`src/rtl/pmtef_pkg.sv`:
```
// Constants shared by the top-level event flag logic
package pmtef_pkg;
   // Register offsets on the serial register port
   localparam logic [7:0] A_RESET   = 8'h18;
   localparam logic [7:0] A_FLAGS1  = 8'h19;
   localparam logic [7:0] A_FLAGS2  = 8'h1A;
   // Bit positions in the first flag register
   localparam int B_PG_DROP = 7;
   localparam int B_LINREG  = 6;
   localparam int B_STEPDN  = 5;
   localparam int B_CLKCHG  = 4;
   localparam int B_TSD     = 3;
   localparam int B_TWARN   = 2;
   localparam int B_OVP     = 1;
   localparam int B_MEAS    = 0;
   // Bit positions in the second flag and reset registers
   localparam int B_RSTFLAG = 0;
   localparam int B_SWRST   = 0;
   // Reset values and masks
   localparam logic [7:0] FLAGS_DFLT  = 8'h00;
   localparam logic [7:0] BYTE_ZERO   = 8'h00;
   localparam logic [7:0] LATCH_MASK1 = 8'h9F;
   // Indices of the synchronised pin inputs
   localparam int I_PG   = 0;
   localparam int I_CLK  = 1;
   localparam int I_TSD  = 2;
   localparam int I_TWRN = 3;
   localparam int I_OVP  = 4;
   localparam int I_UV   = 5;
   localparam int N_SYNC = 6;
   // Reset sequence, Gray coded along its path
   typedef enum logic [1:0]
   {
      ST_RUN   = 2'h0,
      ST_CLEAR = 2'h1,
      ST_OTP   = 2'h3,
      ST_START = 2'h2
   } pmtef_seq_t;
endpackage : pmtef_pkg

```
`src/rtl/pmtef_top.sv`:
```
// Top-level event flags, soft reset sequence and fault shutdown
`timescale 1ns/1ps
module pmtef_top #(
   parameter int N_REG = 4,
   parameter int N_GPO = 2
) (
   input  wire logic               clk_sys,
   input  wire logic               rstn,
   input  wire logic [7:0]         reg_addr,
   input  wire logic               reg_wr,
   input  wire logic               reg_rd,
   input  wire logic [7:0]         reg_wdata,
   output logic      [7:0]         reg_rdata,
   input  wire logic [7:0]         linreg_event_reg,
   input  wire logic [7:0]         stepdown_event_reg,
   input  wire logic               meas_result_stored,
   input  wire logic               power_good_output,
   input  wire logic               ext_clock_present,
   input  wire logic               thermal_shutdown_live,
   input  wire logic               thermal_warning_live,
   input  wire logic               input_overvoltage_live,
   input  wire logic               analog_supply_low,
   input  wire logic [N_REG-1:0]   regulator_enable_req,
   input  wire logic [N_GPO-1:0]   general_output_req,
   input  wire logic               otp_done,
   input  wire logic               startup_done,
   output logic      [N_REG-1:0]   regulator_enable,
   output logic                    general_output_a,
   output logic                    general_output_b,
   output logic                    defaults_load,
   output logic                    otp_read,
   output logic                    startup_go
);
   localparam int NO = N_REG + N_GPO;

   typedef struct packed {
      logic [pmtef_pkg::N_SYNC-1:0] s1;
      logic [pmtef_pkg::N_SYNC-1:0] s2;
      logic [pmtef_pkg::N_SYNC-1:0] s3;
      logic [pmtef_pkg::N_SYNC-1:0] filt;
      logic [7:0]                   flags1;
      logic                         rst_flag;
      pmtef_pkg::pmtef_seq_t        st;
      logic                         dflt;
      logic                         otp;
      logic                         start;
      logic [NO-1:0]                hold;
      logic [NO-1:0]                outs;
      logic [7:0]                   rdata;
   } pmtef_state_t;

   pmtef_state_t                 q_reg;
   pmtef_state_t                 q_next;
   logic [pmtef_pkg::N_SYNC-1:0] sync_in;
   logic [pmtef_pkg::N_SYNC-1:0] agree;
   logic [pmtef_pkg::N_SYNC-1:0] f_new;
   logic [7:0]                   ev;
   logic [7:0]                   clr1;
   logic                         clr2;
   logic                         swr;
   logic                         uv_rise;
   logic                         seq_go;
   logic                         fault;
   logic [NO-1:0]                req;
   logic [NO-1:0]                sd_block;
   logic [7:0]                   rv;

   assign sync_in = {analog_supply_low, input_overvoltage_live, thermal_warning_live,
                     thermal_shutdown_live, ext_clock_present, power_good_output};
   // A change counts only once stages two and three agree
   assign agree   = ~(q_reg.s2 ^ q_reg.s3);
   assign f_new   = (agree & q_reg.s3) | (~agree & q_reg.filt);
   assign uv_rise = f_new[pmtef_pkg::I_UV] & ~q_reg.filt[pmtef_pkg::I_UV];
   assign req     = {general_output_req, regulator_enable_req};
   assign sd_block = {{N_GPO{1'b0}}, {N_REG{q_reg.flags1[pmtef_pkg::B_TSD]}}};

   always_comb
   begin
      ev = pmtef_pkg::BYTE_ZERO;
      ev[pmtef_pkg::B_PG_DROP] = q_reg.filt[pmtef_pkg::I_PG] & ~f_new[pmtef_pkg::I_PG];
      ev[pmtef_pkg::B_CLKCHG]  = q_reg.filt[pmtef_pkg::I_CLK] ^ f_new[pmtef_pkg::I_CLK];
      ev[pmtef_pkg::B_TSD]     = f_new[pmtef_pkg::I_TSD] & ~q_reg.filt[pmtef_pkg::I_TSD];
      ev[pmtef_pkg::B_TWARN]   = f_new[pmtef_pkg::I_TWRN] & ~q_reg.filt[pmtef_pkg::I_TWRN];
      ev[pmtef_pkg::B_OVP]     = f_new[pmtef_pkg::I_OVP] & ~q_reg.filt[pmtef_pkg::I_OVP];
      ev[pmtef_pkg::B_MEAS]    = meas_result_stored;
   end

   // Write decode; reserved and summary bits are simply not stored
   always_comb
   begin
      clr1 = pmtef_pkg::BYTE_ZERO;
      clr2 = 1'b0;
      swr  = 1'b0;
      if (reg_wr && reg_addr == pmtef_pkg::A_FLAGS1)
      begin
         clr1 = reg_wdata;
      end
      else if (reg_wr && reg_addr == pmtef_pkg::A_FLAGS2)
      begin
         clr2 = reg_wdata[pmtef_pkg::B_RSTFLAG];
      end
      else if (reg_wr && reg_addr == pmtef_pkg::A_RESET)
      begin
         swr = reg_wdata[pmtef_pkg::B_SWRST];
      end
   end

   // Read mux; unmapped offsets answer zero
   always_comb
   begin
      rv = pmtef_pkg::BYTE_ZERO;
      if (reg_addr == pmtef_pkg::A_FLAGS1)
      begin
         rv = q_reg.flags1;
         rv[pmtef_pkg::B_LINREG] = |linreg_event_reg;
         rv[pmtef_pkg::B_STEPDN] = |stepdown_event_reg;
      end
      else if (reg_addr == pmtef_pkg::A_FLAGS2)
      begin
         rv[pmtef_pkg::B_RSTFLAG] = q_reg.rst_flag;
      end
      else if (reg_addr == pmtef_pkg::A_RESET)
      begin
         rv[pmtef_pkg::B_SWRST] = (q_reg.st != pmtef_pkg::ST_RUN);
      end
   end

   always_comb
   begin
      q_next      = q_reg;
      q_next.s1   = sync_in;
      q_next.s2   = q_reg.s1;
      q_next.s3   = q_reg.s2;
      q_next.filt = f_new;
      seq_go      = (swr && q_reg.st == pmtef_pkg::ST_RUN) || uv_rise;
      case (q_reg.st)
         pmtef_pkg::ST_RUN:
            if (seq_go)
            begin
               q_next.st = pmtef_pkg::ST_CLEAR;
            end
         pmtef_pkg::ST_CLEAR:
            q_next.st = pmtef_pkg::ST_OTP;
         pmtef_pkg::ST_OTP:
            if (otp_done)
            begin
               q_next.st = pmtef_pkg::ST_START;
            end
         default:
            if (startup_done)
            begin
               q_next.st = pmtef_pkg::ST_RUN;
            end
      endcase
      // Undervoltage restarts the sequence from any step
      if (uv_rise)
      begin
         q_next.st = pmtef_pkg::ST_CLEAR;
      end
      q_next.dflt  = (q_next.st == pmtef_pkg::ST_CLEAR);
      q_next.otp   = (q_next.st == pmtef_pkg::ST_OTP);
      q_next.start = (q_next.st == pmtef_pkg::ST_START);
      // Set beats clear; defaults then new events during the clear step
      if (q_reg.st == pmtef_pkg::ST_CLEAR)
      begin
         q_next.flags1 = pmtef_pkg::FLAGS_DFLT | ev;
      end
      else
      begin
         q_next.flags1 = ((q_reg.flags1 & ~clr1) | ev) & pmtef_pkg::LATCH_MASK1;
      end
      q_next.rst_flag = (q_reg.rst_flag & ~clr2) | (q_reg.st == pmtef_pkg::ST_CLEAR);
      // Held outputs stay off until their request is withdrawn and reissued; regulators also need the shutdown flag cleared first
      fault = ev[pmtef_pkg::B_TSD] | ev[pmtef_pkg::B_OVP] | (q_next.st != pmtef_pkg::ST_RUN);
      q_next.hold = (q_reg.hold & req) | {NO{fault}} | (req & sd_block);
      q_next.outs = req & ~q_next.hold & ~sd_block;
      if (reg_rd)
      begin
         q_next.rdata = rv;
      end
   end

   always_ff @(posedge clk_sys or negedge rstn)
   begin
      if (!rstn)
      begin
         q_reg <= '0;
      end
      else
      begin
         q_reg <= q_next;
      end
   end

   assign reg_rdata        = q_reg.rdata;
   assign regulator_enable = q_reg.outs[N_REG-1:0];
   assign general_output_a = q_reg.outs[N_REG];
   assign general_output_b = q_reg.outs[N_REG+1];
   assign defaults_load    = q_reg.dflt;
   assign otp_read         = q_reg.otp;
   assign startup_go       = q_reg.start;

   property p_pg_drop;
      @(posedge clk_sys) disable iff (!rstn)
      (ev[pmtef_pkg::B_PG_DROP] && q_reg.st != pmtef_pkg::ST_CLEAR)
      |=> q_reg.flags1[pmtef_pkg::B_PG_DROP];
   endproperty
   a_pg_drop: assert property (p_pg_drop) else $error("power good drop not latched");

   property p_linreg;
      @(posedge clk_sys) disable iff (!rstn)
      (reg_rd && reg_addr == pmtef_pkg::A_FLAGS1)
      |=> reg_rdata[pmtef_pkg::B_LINREG] == (|$past(linreg_event_reg));
   endproperty
   a_linreg: assert property (p_linreg) else $error("linear summary wrong");

   property p_stepdn;
      @(posedge clk_sys) disable iff (!rstn)
      (reg_rd && reg_addr == pmtef_pkg::A_FLAGS1)
      |=> reg_rdata[pmtef_pkg::B_STEPDN] == (|$past(stepdown_event_reg));
   endproperty
   a_stepdn: assert property (p_stepdn) else $error("stepdown summary wrong");

   property p_clkchg;
      @(posedge clk_sys) disable iff (!rstn)
      $changed(q_reg.filt[pmtef_pkg::I_CLK]) |-> q_reg.flags1[pmtef_pkg::B_CLKCHG];
   endproperty
   a_clkchg: assert property (p_clkchg) else $error("clock change not latched");

   property p_tsd;
      @(posedge clk_sys) disable iff (!rstn)
      ev[pmtef_pkg::B_TSD]
      |=> q_reg.outs == '0 ##1 regulator_enable == '0 [*3];
   endproperty
   a_tsd: assert property (p_tsd) else $error("shutdown left outputs on");

   property p_sd_refuse;
      @(posedge clk_sys) disable iff (!rstn)
      q_reg.flags1[pmtef_pkg::B_TSD] |=> regulator_enable == '0;
   endproperty
   a_sd_refuse: assert property (p_sd_refuse) else $error("enable during shutdown");

   property p_twarn_keep;
      @(posedge clk_sys) disable iff (!rstn)
      (q_reg.flags1[pmtef_pkg::B_TWARN] && !clr1[pmtef_pkg::B_TWARN]
       && q_reg.st != pmtef_pkg::ST_CLEAR)
      |=> q_reg.flags1[pmtef_pkg::B_TWARN];
   endproperty
   a_twarn_keep: assert property (p_twarn_keep) else $error("warning flag lost");

   property p_ovp;
      @(posedge clk_sys) disable iff (!rstn)
      ev[pmtef_pkg::B_OVP]
      |=> q_reg.flags1[pmtef_pkg::B_OVP] && !general_output_a && !general_output_b;
   endproperty
   a_ovp: assert property (p_ovp) else $error("overvoltage not handled");

   property p_meas_race;
      @(posedge clk_sys) disable iff (!rstn)
      (meas_result_stored && clr1[pmtef_pkg::B_MEAS]) |=> q_reg.flags1[pmtef_pkg::B_MEAS];
   endproperty
   a_meas_race: assert property (p_meas_race) else $error("event lost to clear");

   property p_swrst;
      @(posedge clk_sys) disable iff (!rstn)
      (swr && q_reg.st == pmtef_pkg::ST_RUN)
      |=> defaults_load ##1 (otp_read && q_reg.rst_flag);
   endproperty
   a_swrst: assert property (p_swrst) else $error("soft reset sequence wrong");

   property p_rst_flag;
      @(posedge clk_sys) disable iff (!rstn)
      (q_reg.st == pmtef_pkg::ST_CLEAR) |=> q_reg.rst_flag;
   endproperty
   a_rst_flag: assert property (p_rst_flag) else $error("reset flag not set");

   property p_meas;
      @(posedge clk_sys) disable iff (!rstn)
      meas_result_stored |=> q_reg.flags1[pmtef_pkg::B_MEAS];
   endproperty
   a_meas: assert property (p_meas) else $error("measure flag not latched");

   // A zero write may not drop any flag already set
   property p_w0_keep;
      @(posedge clk_sys) disable iff (!rstn)
      (reg_wr && reg_addr == pmtef_pkg::A_FLAGS1 && reg_wdata == pmtef_pkg::BYTE_ZERO
       && q_reg.st != pmtef_pkg::ST_CLEAR)
      |=> (q_reg.flags1 & $past(q_reg.flags1)) == $past(q_reg.flags1);
   endproperty
   a_w0_keep: assert property (p_w0_keep) else $error("zero write changed flags");

   property p_seq_off;
      @(posedge clk_sys) disable iff (!rstn)
      (q_reg.st != pmtef_pkg::ST_RUN)
      |=> regulator_enable == '0 && !general_output_a && !general_output_b;
   endproperty
   a_seq_off: assert property (p_seq_off) else $error("output on during reset");
endmodule : pmtef_top

```
`config.mk`:
```
export PLATFORM = sky130hd
export DESIGN_NAME = pmtef_top
export DESIGN_NICKNAME = d
export VERILOG_FILES = /design/src/rtl/pmtef_pkg.sv /design/src/rtl/pmtef_top.sv
export SDC_FILE = /design/constraint.sdc
export NUM_CORES = 1
export LEC_CHECK = 0
export ABC_AREA = 1
export BUFFER_PORTS_ARGS = -buffer_cell sky130_fd_sc_hd__clkbuf_2
export CAP_MARGIN = 40
export CORE_MARGIN = 5
export CORE_UTILIZATION = 50
export DETAILED_ROUTE_END_ITERATION = 8
export GPL_TIMING_DRIVEN = 0
export PLACE_DENSITY = 0.9
export REMOVE_ABC_BUFFERS = 1
export SKIP_CTS_REPAIR_TIMING = 1
export SYNTH_ARGS = -nofsm -noshare
export SYNTH_HDL_FRONTEND = slang
export SYNTH_SLANG_ARGS = --single-unit
```
`constraint.sdc`:
```
create_clock -name clk_sys -period 3 [get_ports clk_sys]
set_input_delay 0.3 -clock clk_sys [delete_from_list [all_inputs] [get_ports clk_sys]]
set_output_delay 0.3 -clock clk_sys [all_outputs]
set_load 0.01 [all_outputs]
```
==> flow_summary.json, run 1 <==
{
  "dp_hpwl_um": 3246,
  "numCtsBuffers": 5,
  "synth_top_area_cell": "dfrtp_1",
  "power.density_nw_per_um2": 584.8,
  "syn-cell-area_um2": 2221,
  "io_buffer_count": 65,
  "die_y_um": 76.65,
  "clkPwrFrac": 0.273,
  "drv_slew": 0,
  "ir_worst_vdd_uv": 324.7,
  "ys_seq_elements": 56,
  "cts.sinks": 56,
  "tightest_slew_ns": 0.8230,
  "ys_warn_count": 0,
  "slowest_delay_ns": 0.41,
  "clock_skew_ns": 0.01479,
  "grt_start_max_net_pins": 33,
  "critPathKind": "flip-flop to flip-flop",
  "clk_pin_slew_ns": 0.11,
  "gp_congestion": 0.7328,
  "yosysTopAreaCellShare": 0.6310,
  "status": "finished, final reports clean",
  "vias_per_cell": 4.821,
  "clock_latency_ns": 0.31,
  "largest_reg_flops": 27,
  "die_w_um": 76.65,
  "dpl.cell_count": 322,
  "overflow": 0,
  "holdWs_ns": 0.06604,
  "fmax_mhz": 794.6,
  "drtPass1Iterations": 4,
  "setup_violations": 0,
  "required_ns": 3.22,
  "arrival_ns": 1.48,
  "cellLeakagePower_nw": 1.383,
  "drc_errors": 0,
  "grt_use_total": 0.1494,
  "cts_tree": "done",
  "worst-path-max-fanout": 6,
  "final_cell_mix": "clkbuf_2 (65), nand2_1 (61), dfrtp_1 (56)",
  "utilization": 0.6102,
  "seq_power_share": 0.574,
  "r2r_setup_slack_ns": 1.74,
  "synth_cell_type_count": 23,
  "ff2ff_path_depth": 8,
  "num_antenna_cells": 0,
  "pwr-share-comb": 0.153,
  "hold_class": "primary input to async pin",
  "ios": 68,
  "drv_cap": 0,
  "r2r-end": "regulator_enable[0]",
  "cp_slowest_cell": "dfrtp_1",
  "relSlewSlack": 0.4513,
  "grt_antenna_before_repair": 0,
  "drtIter0Drc": 95,
  "synth.avg_cell_area_um2": 10.23,
  "r2r_start": "q_reg[24]",
  "min_period_over_period": 0.4195,
  "vias": 1591,
  "start_util": 0.5136,
  "end_kind": "flip-flop",
  "wirelength_um": 4122,
  "area_growth_pct": 18.82,
  "netlist_instances": 217,
  "seq_area_frac_synth": 0.6310,
  "clockBufferDepth": 2,
  "coreArea_um2": 4324,
  "drive_gt1_frac": 0.3237,
  "ys_top_cells_by_area": "dfrtp_1 (63%), nand2_1 (10%), buf_4 (4.1%), nor2_1 (3.4%), nand3_1 (3.2%)",
  "tns_ns": 0,
  "cp-start-kind": "flip-flop",
  "fp-row-count": 24,
  "ant_nets": 0,
  "grt_pass1_wl_um": 7086,
  "htreeDepth": 2,
  "rsz0062_at_grt": "false",
  "p_int_mw": 1.100,
  "grt_pass1_vias": 1622,
  "fin_nets": 328,
  "hold_viol_final": 0,
  "clockRootBuffer": "clkbuf_8",
  "period_needed_ns": 1.258,
  "layout_commonest_cell": "clkbuf_2",
  "dieArea_um2": 5874,
  "p_sw_frac": 0.2871,
  "drt-wirelength-per-cell_um": 12.49,
  "fin_cells": 330,
  "power.switching_mw": 0.4429,
  "crit_chain": "inv_1 -> nand2_2 -> nor2_1 -> nand3_1 -> nand2_2 -> inv_2 -> nand2_4 -> nor2_1"
}
-- final cells by class --
type | count | area, um2
Clock buffer | 5 | 68.82
Clock inverter | 3 | 25.02
Fill cell | 378 | 1685
Inverter | 19 | 71.32
Multi-Input combinational cell | 129 | 654.4
Sequential cell | 56 | 1401
Tap cell | 52 | 65.06
Timing Repair Buffer | 66 | 352.8
-- power groups by stage --
stage                     registers (mW)  clock network (mW)  logic, mW
final                              0.885               0.422      0.236
after floorplan                    0.896                   0      0.137
after global routing               0.898               0.465      0.268
after CTS                          0.886               0.434      0.240
after global placement             0.896                   0      0.222
after detailed placement           0.901                   0      0.238
-- worst max path at each step --
stage / end / slack (ns) / startpoint / cells after the start
global placement: reg_rdata[6] / 1.50 / rstn / 1
global route: regulator_enable[1] / 1.63 / q_reg[24] / 8
CTS: regulator_enable[3] / 1.72 / q_reg[24] / 8
detailed placement: regulator_enable[3] / 1.65 / reg_addr[2] / 9
floorplan: q_reg[30] / 1.93 / reg_addr[5] / 8
finish: regulator_enable[0] / 1.74 / q_reg[24] / 8
-- routing by layer --
| metal | wire length (um) | vias to the layer above | global-route usage | part of all wire |
|---|---|---|---|---|
| met1 | 1723 | 741 | 0.1849 | 0.42 |
| li1 | - | 791 | - | - |
| met3 | 288 | 6 | 0.05319 | 0.070 |
| met2 | 2064 | 53 | 0.2483 | 0.50 |
| met4 | 46 | 0 | 0.03846 | 0.011 |
| met5 | 0 | - | 0 | 0 |
-- kinds of logic after synthesis --
family / Yosys count / synth area share
AND/OR/NAND/NOR: 114 / 0.2417
flip-flops: 56 / 0.6310
buffers and inverters: 32 / 0.07437
AO/OA/AOI/OAI: 9 / 0.02648
adder cells (fa/ha/maj): 5 / 0.02254
XOR/XNOR: 1 / 0.003944
-- worst max-delay path, delay by kind of cell (launching register included) --
family	cells	cell delay, ns
buffers and inverters	2	0.17
AND/OR/NAND/NOR	6	0.58
flip-flops	1	0.41
-- synth_stat cells --
| library cell | n |
|---|---|
| o21bai_1 | 1 |
| nor2_4 | 3 |
| buf_4 | 12 |
| nand2_2 | 5 |
| nor2_1 | 20 |
| inv_1 | 16 |
| nand2_4 | 1 |
| clkinv_1 | 1 |
| a21oi_4 | 1 |
| nor4_1 | 4 |
| nand3b_4 | 1 |
| clkbuf_1 | 1 |
| maj3_1 | 5 |
| nand3_1 | 14 |
| nand2_1 | 61 |
| o21ai_0 | 6 |
| a21oi_1 | 1 |
| nand4_1 | 2 |
| inv_2 | 2 |
| or3b_2 | 1 |
| nand3_2 | 2 |
| xnor2_1 | 1 |
| dfrtp_1 | 56 |
-- stage by stage --
stage | setup WS, ns | area [um2] | total power [mW]
global placement | 1.498 | 2517 | 1.118
finish | 1.742 | 2639 | 1.543
floorplan | 1.930 | 2127 | 1.033
CTS | 1.724 | 2639 | 1.561
global route | 1.632 | 2639 | 1.630
detailed placement | 1.649 | 2545 | 1.140
(Power assumes the default switching activity.)
==> inputs of run 2 (changes only) <==
clock period = 1.3 ns   (was 3 ns; I/O delays follow)
==> flow_summary.json, run 2 (synthesized netlist as in run 1, its figures left out) <==
{
  "final_cell_mix": "clkbuf_2 (65), nand2_1 (61), dfrtp_1 (56)",
  "grt_start_max_net_pins": 33,
  "numCtsBuffers": 5,
  "setup_violations": 0,
  "coreArea_um2": 4324,
  "fin_cells": 340,
  "clk_pin_slew_ns": 0.11,
  "end_kind": "flip-flop",
  "ir_worst_vdd_uv": 747.3,
  "drv_cap": 0,
  "arrival_ns": 1.45,
  "grt_antenna_before_repair": 0,
  "grt_pass1_vias": 1622,
  "power.density_nw_per_um2": 1320,
  "rsz0062_at_grt": "false",
  "fin_ws_ns": 0.07758,
  "r2r_setup_slack_ns": 0.08,
  "r2r-end": "regulator_enable[0]",
  "die_w_um": 76.65,
  "hold_class": "primary input to flip-flop",
  "drtIter0Drc": 70,
  "cts_tree": "done",
  "dpl.cell_count": 322,
  "worstHoldStart": "regulator_enable_req[2]",
  "drtPass1Iterations": 4,
  "drc_errors": 0,
  "hold_path_depth": 3,
  "grt_pass1_wl_um": 7086,
  "overflow": 0,
  "clockRootBuffer": "clkbuf_8",
  "tightest_slew_ns": 0.8245,
  "gp_congestion": 0.7328,
  "start_util": 0.5136,
  "drt-wirelength-per-cell_um": 12.39,
  "worst-path-max-fanout": 6,
  "vias": 1603,
  "fin_nets": 338,
  "wirelength_um": 4212,
  "clock_latency_ns": 0.32,
  "min_to": "regulator_enable[2]",
  "io_buffer_count": 65,
  "drv_slew": 0,
  "layout_commonest_cell": "clkbuf_2",
  "required_ns": 1.52,
  "fmax_mhz": 818.0,
  "vias_per_cell": 4.715,
  "dieArea_um2": 5874,
  "die_y_um": 76.65,
  "num_antenna_cells": 0,
  "min_period_over_period": 0.9403,
  "ios": 68,
  "place_ws_ns": 0.04979,
  "clock_skew_ns": 0.01686,
  "period_needed_ns": 1.222,
  "hold_viol_final": 0,
  "critPathKind": "flip-flop to flip-flop",
  "clockBufferDepth": 2,
  "fp-row-count": 24,
  "area_growth_pct": 23.32,
  "cp-start-kind": "flip-flop",
  "htreeDepth": 2,
  "drive_gt1_frac": 0.3299,
  "ant_nets": 0,
  "dp_hpwl_um": 3246,
  "relSlewSlack": 0.4503,
  "status": "finished, final reports clean",
  "ff2ff_path_depth": 8,
  "r2r_start": "q_reg[24]",
  "cellLeakagePower_nw": 1.427,
  "largest_reg_flops": 27,
  "cts.sinks": 56,
  "grt_use_total": 0.1494
}
[run 2: cell count changes in the layout (fill, tap and decap cells not counted), sizes merged]
cell	before	now
dlygate4sd3	0	7
buf	1	4
[run 2: how the worst max path moves through the flow]
| stage | to | slack, ns | depth (start not counted) | from |
|---|---|---|---|---|
| 2_1_floorplan | regulator_enable[0] | 0.23 | 8 | q_reg[24] |
| 3_3_place_gp | reg_rdata[6] | -0.03 | 1 | rstn |
| 3_5_place_dp | regulator_enable[3] | 0.05 | 8 | q_reg[24] |
| 4_1_cts | regulator_enable[3] | 0.02 | 8 | q_reg[24] |
| 5_1_grt | regulator_enable[1] | 0.005 | 8 | q_reg[24] |
| 6_report | regulator_enable[0] | 0.08 | 8 | q_reg[24] |
[run 2: per-stage QoR]
| step | hold WS (ns) | instance area [um2] | power (mW) | util | TNS [ns] |
|---|---|---|---|---|---|
| 3_5_place_dp | 0.2397 | 2545 | 2.630 | 0.5885 | 0 |
| 5_1_grt | 0.01453 | 2739 | 3.816 | 0.6334 | 0 |
| 4_1_cts | -0.09245 | 2639 | 3.601 | 0.6102 | 0 |
| 3_3_place_gp | 0.2375 | 2517 | 2.580 | 0.5822 | -1.709 |
| 2_1_floorplan | -0.1656 | 2127 | 2.384 | - | 0 |
| 6_report | 0.01319 | 2739 | 3.615 | 0.6334 | 0 |
[run 2: layout make-up]
type                       count  area, um2
multi-input combinational    129      661.9
clock buffer                   5      68.82
tap                           52      65.06
timing repair buffer          76      445.4
fill                         366       1585
sequential                    56       1401
clock inverter                 3      25.02
inverter                      19      71.32
[run 2: worst max-delay path: stages (launching register included)]
cell     delay, ns
dfrtp_1       0.42
inv_1         0.09
nand2_2       0.08
nor2_2        0.09
nand3_2       0.11
nand2_2       0.13
inv_2         0.08
nand2_4       0.08
nor2_1        0.04
[run 2: power breakdown]
part	switching (mW)	total, mW	internal, mW	leakage, nW
sequential	0.119	2.04	1.93	0.671
clock	0.581	0.975	0.394	0.0452
combinational	0.337	0.596	0.259	0.711
total	1.04	3.62	2.58	1.43
[run 2: metal layers]
| layer | vias up | share of wire | global-route usage |
|---|---|---|---|
| li1 | 813 | - | - |
| met1 | 737 | 0.42 | 0.1849 |
| met2 | 47 | 0.50 | 0.2483 |
| met3 | 6 | 0.065 | 0.05319 |
| met4 | 0 | 0.011 | 0.03846 |
| met5 | - | 0 | 0 |
